===== src/addr_dec_pkg.sv =====
// package for the system address decoder: map constants, request types
// assumes one system bus clock shared by every master and target
package addr_dec_pkg;

    // ===========================================================
    // address map
    localparam logic [31:0] ROM_BASE    = 32'h0000_0000; // boot rom
    localparam logic [31:0] ROM_SIZE    = 32'h0001_0000; // 64 KB
    localparam logic [31:0] SRAM_BASE   = 32'h0800_0000; // sram window
    localparam logic [31:0] SRAM_SIZE   = 32'h0002_0000; // 128 KB
    localparam logic [31:0] FLASH_BASE  = 32'h1000_0000; // application flash
    localparam logic [31:0] FLASH_SIZE  = 32'h0004_0000; // 256 KB
    localparam logic [31:0] SFL_BASE    = 32'h1600_0000; // supervisory flash
    localparam logic [31:0] SFL_SIZE    = 32'h0000_8000; // 32 KB
    localparam logic [31:0] PRIV_BASE   = 32'hE000_0000; // core-private regs
    localparam logic [31:0] PRIV_LAST   = 32'hE00F_FFFF; // end of private range
    localparam logic [31:0] SYS_BASE    = 32'hE010_A000; // system registers
    localparam logic [2:0]  TOP_CODE    = 3'h0;          // a[31:29] code region
    localparam logic [2:0]  TOP_DATA    = 3'h1;          // empty data region
    localparam logic [2:0]  TOP_PERI    = 3'h2;          // peripheral region
    localparam int          BANK_LSB    = 15;            // 32 KB sram banks
    localparam int          BANKS       = 4;             // banks in 128 KB
    localparam logic [3:0]  SEC_CTX     = 4'h0;          // context allowed rom fetch

    // ===========================================================
    // masters, in service order
    localparam logic [1:0]  M_SEC       = 2'h0;          // secure_cpu
    localparam logic [1:0]  M_MAIN      = 2'h1;          // main_cpu
    localparam logic [1:0]  M_DBG       = 2'h2;          // debug_access_port

    // ===========================================================
    // types
    typedef enum logic [3:0] {
        T_NONE, T_ROM, T_SRAM, T_FLASH, T_SUPERVISORY_FLASH_SECTOR,
        T_PERI, T_XMEM, T_PRIV, T_SYSREG
    } target_e;

    typedef struct packed {
        logic        valid;  // request present, held until ready
        logic [31:0] addr;   // byte address
        logic        write;  // 1 write, 0 read
        logic        fetch;  // instruction fetch
        logic [3:0]  ctx;    // protection context
        logic [31:0] wdata;  // write data
    } req_s;

    typedef struct packed {
        logic        valid;  // one-cycle answer
        logic        err;    // bus error
        logic [31:0] rdata;  // read data
    } rsp_s;

    typedef struct packed {
        logic        valid;  // held until target answers
        target_e     tgt;    // selected target
        logic [31:0] addr;   // full address
        logic        write;  // direction
        logic [31:0] wdata;  // write data
        logic [1:0]  master; // issuing master
        logic [1:0]  bank;   // sram bank
    } tgt_req_s;

endpackage : addr_dec_pkg


===== src/addr_dec.sv =====
// system address decoder: steers one access at a time from three masters
// assumes masters hold a request until ready, targets answer once per request
`timescale 1ns/1ps

module addr_dec
    import addr_dec_pkg::*;
#(
    parameter logic [31:0] SRAM_BYTES  = addr_dec_pkg::SRAM_SIZE,  // populated sram
    parameter logic [31:0] FLASH_BYTES = addr_dec_pkg::FLASH_SIZE  // populated flash
)(
    input  wire logic                     core_clk,
    input  wire logic                     sys_rst,
    input  wire addr_dec_pkg::req_s       sec_req,
    output      logic                     sec_ready,
    output      addr_dec_pkg::rsp_s       sec_rsp,
    input  wire addr_dec_pkg::req_s       main_req,
    output      logic                     main_ready,
    output      addr_dec_pkg::rsp_s       main_rsp,
    input  wire addr_dec_pkg::req_s       dbg_req,
    output      logic                     dbg_ready,
    output      addr_dec_pkg::rsp_s       dbg_rsp,
    output      addr_dec_pkg::tgt_req_s   tgt_req,
    input  wire addr_dec_pkg::rsp_s       tgt_rsp,
    input  wire logic [2:0]               sysfn_req,
    input  wire logic                     nmi_ack,
    output      logic                     secure_cpu_nmi,
    input  wire logic [3:0]               bank_on,
    input  wire logic [3:0]               bank_retain,
    input  wire logic                     deep_sleep,
    output      logic [3:0]               bank_pwr
);
    import addr_dec_pkg::*;

    // ===========================================================
    // state
    typedef enum logic [1:0] {ST_IDLE, ST_WAIT, ST_RESP} state_e;

    typedef struct packed {
        state_e      st;     // sequencer
        tgt_req_s    tr;     // latched target request
        logic        err;    // answer error
        logic [31:0] rdata;  // answer data
        logic        nmi;    // pending system function
        logic [3:0]  pwr;    // bank power enables
    } state_s;

    state_s r;    // registered state
    state_s nxt;  // next state

    typedef struct packed {
        target_e    tgt;  // target chosen
        logic       err;  // refuse with bus error
        logic [1:0] bank; // sram bank
    } dec_s;

    // ===========================================================
    // decode: map, populated sizes, fetch permission
    function automatic dec_s decode(input req_s q, input logic [1:0] m,
                                    input logic [3:0] on);
        dec_s d;
        logic [31:0] a;
        d = '{tgt: T_NONE, err: 1'b1, bank: 2'h0};
        a = q.addr;
        d.bank = a[BANK_LSB+1:BANK_LSB];
        // same table whatever the master, boot rom fetch aside
        if (a[31:29] == TOP_CODE)
        begin
            if (a < ROM_BASE + ROM_SIZE)
            begin
                d.tgt = T_ROM;
                // only the secure core in context 0 may run boot code
                d.err = q.fetch && !(m == M_SEC && q.ctx == SEC_CTX);
            end
            else if (a >= SRAM_BASE && a < SRAM_BASE + SRAM_BYTES)
            begin
                d.tgt = T_SRAM;
                d.err = !on[d.bank];  // unpowered bank refuses
            end
            else if (a >= FLASH_BASE && a < FLASH_BASE + FLASH_BYTES)
            begin
                d.tgt = T_FLASH;
                d.err = 1'b0;
            end
            else if (a >= SFL_BASE && a < SFL_BASE + SFL_SIZE)
            begin
                d.tgt = T_SUPERVISORY_FLASH_SECTOR;
                d.err = 1'b0;
            end
        end
        else if (a[31:29] == TOP_DATA)
        begin
            d.err = 1'b1;  // no memory here, never aliases sram
        end
        else if (a[31:29] == TOP_PERI)
        begin
            d.tgt = T_PERI;  // plain decode, no bit-band alias
            d.err = q.fetch;
        end
        else if (a[31:30] == 2'h1 || a[31:29] == 3'h4)
        begin
            d.tgt = T_XMEM;  // external window, fetch allowed
            d.err = 1'b0;
        end
        else if (a >= PRIV_BASE && a <= PRIV_LAST)
        begin
            d.tgt = T_PRIV;  // master field picks the issuing core
            d.err = q.fetch;
        end
        else if (a >= SYS_BASE)
        begin
            d.tgt = T_SYSREG;
            d.err = q.fetch;
        end
        // anything left (external device range, gaps) stays an error
        return d;
    endfunction : decode

    // ===========================================================
    // fixed order grant: secure core, main core, debug port
    logic       any_req;  // some master waits
    logic [1:0] gnt;      // master chosen this cycle
    req_s       sel;      // its request
    dec_s       dec;      // its decode
    logic       take;     // request accepted this edge

    always_comb
    begin
        any_req = sec_req.valid | main_req.valid | dbg_req.valid;
        if (sec_req.valid)
        begin
            gnt = M_SEC;
            sel = sec_req;
        end
        else if (main_req.valid)
        begin
            gnt = M_MAIN;
            sel = main_req;
        end
        else
        begin
            gnt = M_DBG;
            sel = dbg_req;
        end
        dec  = decode(sel, gnt, bank_on);
        take = (r.st == ST_IDLE) && any_req;
    end

    // handshakes are combinational off the registered state
    assign sec_ready  = take && gnt == M_SEC;
    assign main_ready = take && gnt == M_MAIN;
    assign dbg_ready  = take && gnt == M_DBG;

    // ===========================================================
    // sequencer and side state
    always_comb
    begin
        nxt = r;
        nxt.tr.valid = 1'b0;
        unique case (r.st)
            ST_IDLE:
            begin
                if (take)
                begin
                    nxt.tr = '{valid: 1'b0, tgt: dec.tgt, addr: sel.addr,
                               write: sel.write, wdata: sel.wdata,
                               master: gnt, bank: dec.bank};
                    nxt.rdata = 32'h0000_0000;
                    nxt.err   = dec.err;
                    if (dec.err)
                    begin
                        nxt.st = ST_RESP;  // answered locally
                    end
                    else
                    begin
                        nxt.tr.valid = 1'b1;
                        nxt.st       = ST_WAIT;
                    end
                end
            end
            ST_WAIT:
            begin
                if (tgt_rsp.valid)
                begin
                    nxt.err   = tgt_rsp.err;
                    nxt.rdata = tgt_rsp.rdata;
                    nxt.st    = ST_RESP;
                end
                else
                begin
                    nxt.tr.valid = 1'b1;  // hold until the target answers
                end
            end
            ST_RESP:
            begin
                nxt.st = ST_IDLE;  // exactly one answer per request
            end
        endcase
        // a new request wins over the acknowledge in the same cycle
        nxt.nmi = (r.nmi & ~nmi_ack) | (|sysfn_req);
        // retention set holds banks in deep sleep, else run set
        nxt.pwr = deep_sleep ? bank_retain : bank_on;
    end

    always_ff @(posedge core_clk)
    begin
        if (sys_rst)
        begin
            r <= '0;
        end
        else
        begin
            r <= nxt;
        end
    end

    // ===========================================================
    // outputs
    rsp_s rsp_any;  // answer before steering to its master

    always_comb
    begin
        rsp_any = '{valid: r.st == ST_RESP, err: r.err, rdata: r.rdata};
        sec_rsp  = rsp_any;
        main_rsp = rsp_any;
        dbg_rsp  = rsp_any;
        sec_rsp.valid  = rsp_any.valid && r.tr.master == M_SEC;
        main_rsp.valid = rsp_any.valid && r.tr.master == M_MAIN;
        dbg_rsp.valid  = rsp_any.valid && r.tr.master == M_DBG;
    end

    assign tgt_req        = r.tr;
    assign secure_cpu_nmi = r.nmi;
    assign bank_pwr       = r.pwr;

    logic [31:0] ta;  // address taken
    assign ta = sel.addr;
endmodule : addr_dec


===== config.mk =====
export PLATFORM = sky130hd
export DESIGN_NAME = addr_dec
export DESIGN_NICKNAME = d
export VERILOG_FILES = /design/src/addr_dec_pkg.sv /design/src/addr_dec.sv
export SDC_FILE = /design/constraint.sdc
export NUM_CORES = 1
export LEC_CHECK = 0
export BUFFER_PORTS_ARGS = -buffer_cell sky130_fd_sc_hd__buf_2
export CAP_MARGIN = 20
export CORE_AREA = 5 5 170 172
export DETAILED_ROUTE_END_ITERATION = 8
export DIE_AREA = 0 0 175 177
export GPL_TIMING_DRIVEN = 0
export SKIP_CTS_REPAIR_TIMING = 1
export SLEW_MARGIN = 20
export SYNTH_ARGS = -nofsm -noshare
export SYNTH_HDL_FRONTEND = slang
export SYNTH_SLANG_ARGS = --single-unit

===== constraint.sdc =====
create_clock -name core_clk -period 4.5 [get_ports core_clk]
set_input_delay 0.9 -clock core_clk [delete_from_list [all_inputs] [get_ports core_clk]]
set_output_delay 0.9 -clock core_clk [all_outputs]
set_load 0.05 [all_outputs]

==> out/results.txt <==
Final Setup Violations: 0
RSZ-0062 raised after global routing: false
Clock sinks: 112
Critical path's slowest cell: clkbuf_1
CTS tree: built
Syn nets: 1137
Placement Rows: 61
R2R Setup Slk: 2.01 ns
Worst setup EP type: output pin
H-tree depth: 3
Final design instance area without fill: 9789 um^2
First-pass GRT wire length: 39.85 mm
P_leak: 5.259 nW
Commonest non-fill, non-tap cell in the layout: buf_2
Final ANT Viol Nets: 0
Cell Count, Final, Fillers Out: 1667
Cell Pwr Density: 448.7 nW/um^2
Yosys warning count: 0
Largest net degree at the start of global routing: 17
Port-buffer cells: 434
Post-DP HPWL: 22.18 mm
CTS Buffer Depth: 2
Wire length per cell: 16.04 um
Number of antenna violations at the first check in global routing: 0
Layout cells sized above 1: 0.4936
Place WS: -0.05871 ns
Number of DRC markers in iteration 0: 357
Synthesized instance count: 872
Top FF cell, synth: dfxtp_1
Die H: 177 um
Crit-path most repeated cell: buf_2
Die area: 30980 um^2
DR vias: 7220
Number of top-level pins: 446
Async S/R FF share, synth: 0
GRT Total Usage: 0.1637
Grt ovf: 0
Detailed Route WL: 26.74 mm
Status: finished, final reports clean
Placer Congestion: 0.8423
Worst Slack Setup Final: 0.1983 ns
Final Hold Viols: 0
Vias in the first global route: 7069
CTS Buf Count: 9
Via-per-instance ratio: 4.331
CP max FO: 10
Area delta synth->final: 43.06%
Placed Cells incl. Taps: 1653
Post-synth EDFFs: 0
Clock Skew: 0.005271 ns
Kind of critical path: in2out
CP required: 3.60 ns
Die W: 175 um
Cells along the critical path: buf_2 > buf_4 > buf_2 > clkbuf_4 > nor3_1 > nand2b_1 > clkbuf_1 > nor3_2 > clkbuf_4 > buf_2
Core ar.: 27320 um^2
# nets final: 1583
Worst Hold Class: reg2reg
Pre-Repair DR Iteration Count: 5
Antenna cells: 0
CP Data Arrival Time: 3.40 ns
Max Freq: 232.5 MHz
Commonest cells after routing, fill and taps aside: buf_2, buf_4, nand2_1, dfxtp_1
Area post-placement: 9460 um^2
Post-route setup TNS: 0 ns
Distinct cells, synth: 50
Tmin final: 4.302 ns
Rel. slew slack: 0.4692
Max_cap viols: 0
CP max stage delay: 0.45 ns
Clock root buffer: clkbuf_16
Sequential share of the synthesized area: 0.3277
Drc violations: 0
Slew of the pin with the lowest slew margin: 0.7963 ns
Starting density of the core: 0.2504
Period utilisation layout: 0.9559
CP Launch Type: input port
Avg Cell Area, Syn: 7.847 um^2
FF+latch count, synth: 112
Cell area after synthesis: 6843 um^2
Clk slew on worst S/H paths: 0.07 ns
Clk_lat worst skew: 0.35 ns
VDD IR-drop max: 0.0002293 V
Slew Limit Fails: 0
-- path summary, 6_finish.rpt --
path,start,to,cells after the start
setup / recovery,sec_req[70],dbg_ready,10
hold / removal,tgt_req[18]$_SDFFE_PP0P_,tgt_req[18]$_SDFFE_PP0P_,2
setup reg to reg,r[112]$_SDFFE_PP0P_,tgt_req[73]$_SDFF_PP0_,7
hold reg to reg,tgt_req[18]$_SDFFE_PP0P_,tgt_req[18]$_SDFFE_PP0P_,2
-- stage by stage --
step                hold slack, ns  utilization  total power, mW
finish                      0.4552       0.3583            4.393
floorplan                   0.4322            -            2.916
global placement            0.4419       0.3458            3.519
detailed placement          0.4465       0.3462            3.539
CTS                         0.4573       0.3581            4.467
global route                0.4738       0.3583            4.658
-- state kept, by name, summed over array words and instances (netlist names) --
signal          flops
bank_pwr            4
dbg_rsp            33
r                   2
secure_cpu_nmi      1
tgt_req            72
-- cell usage after synthesis (2+ instances only) --
library cell  number  area, um^2
o21ai_1            7       35.03
a222oi_1           4       40.04
buf_1              4       15.01
buf_4            178        1336
clkbuf_1          46       172.7
o21ai_0           39       195.2
o31ai_1            3       22.52
nor2_1            63       236.5
a31oi_1           12       75.07
nand2_1          155       581.8
mux2_4             3       45.04
buf_2              5       25.02
nor4_1             2       12.51
buf_6              2       22.52
dfxtp_1          112        2242
mux2_2             4       45.04
mux2i_1           57       570.6
a21oi_1           63       315.3
a311oi_1           2       17.52
nor2b_1            4       25.02
nor3_2             2       20.02
nand2b_1           3       18.77
inv_1              5       18.77
mux2i_2            2       27.53
nor3_1            10       50.05
ha_1               3       37.54
or3_1              2       12.51
a22oi_1           42       315.3
nand3_1           13       65.06
and3b_1            4       35.03
and2_1             2       12.51
-- cell type report --
type                            instances  area, um^2
Inverter                                5       18.77
Fill cell                            2929       17530
Timing Repair Buffer                  435        2180
Tap cell                              346       432.9
Buffer                                235        1577
Multi-Input combinational cell        520        3015
Sequential cell                       112        2242
Clock buffer                           10       229.0
Clock inverter                          4       95.09
-- cell families after synthesis --
logic type	after synthesis	share of synthesized area
and+or+nand+nor	267	0.1677
adders and majority gates	3	0.005486
AOI/OAI and AO/OA	182	0.1613
muxes	68	0.1055
buffers and inverters	240	0.2324
DFF	112	0.3277
-- power breakdown --
part           internal, mW  switching (mW)  leakage [nW]
sequential             1.15           0.100         0.920
clock                 0.538           0.370         0.158
combinational         0.713            1.52          4.18
total                  2.40            1.99          5.26
-- critical path: cells and delay by family --
| kind | cells | cell delay, ns |
|---|---|---|
| buffers and inverters | 7 | 1.76 |
| AND/OR/NAND/NOR | 3 | 0.73 |
-- per-layer routing --
layer	GRT usage	wire length (um)	vias up	share of wire
li1	-	-	3679	-
met1	0.2080	11580	3269	0.43
met2	0.2883	13250	250	0.50
met3	0.02927	1448	22	0.054
met4	0.04059	459	0	0.017
met5	0	0	-	0
No activity file was read; power rests on OpenSTA's default activity.
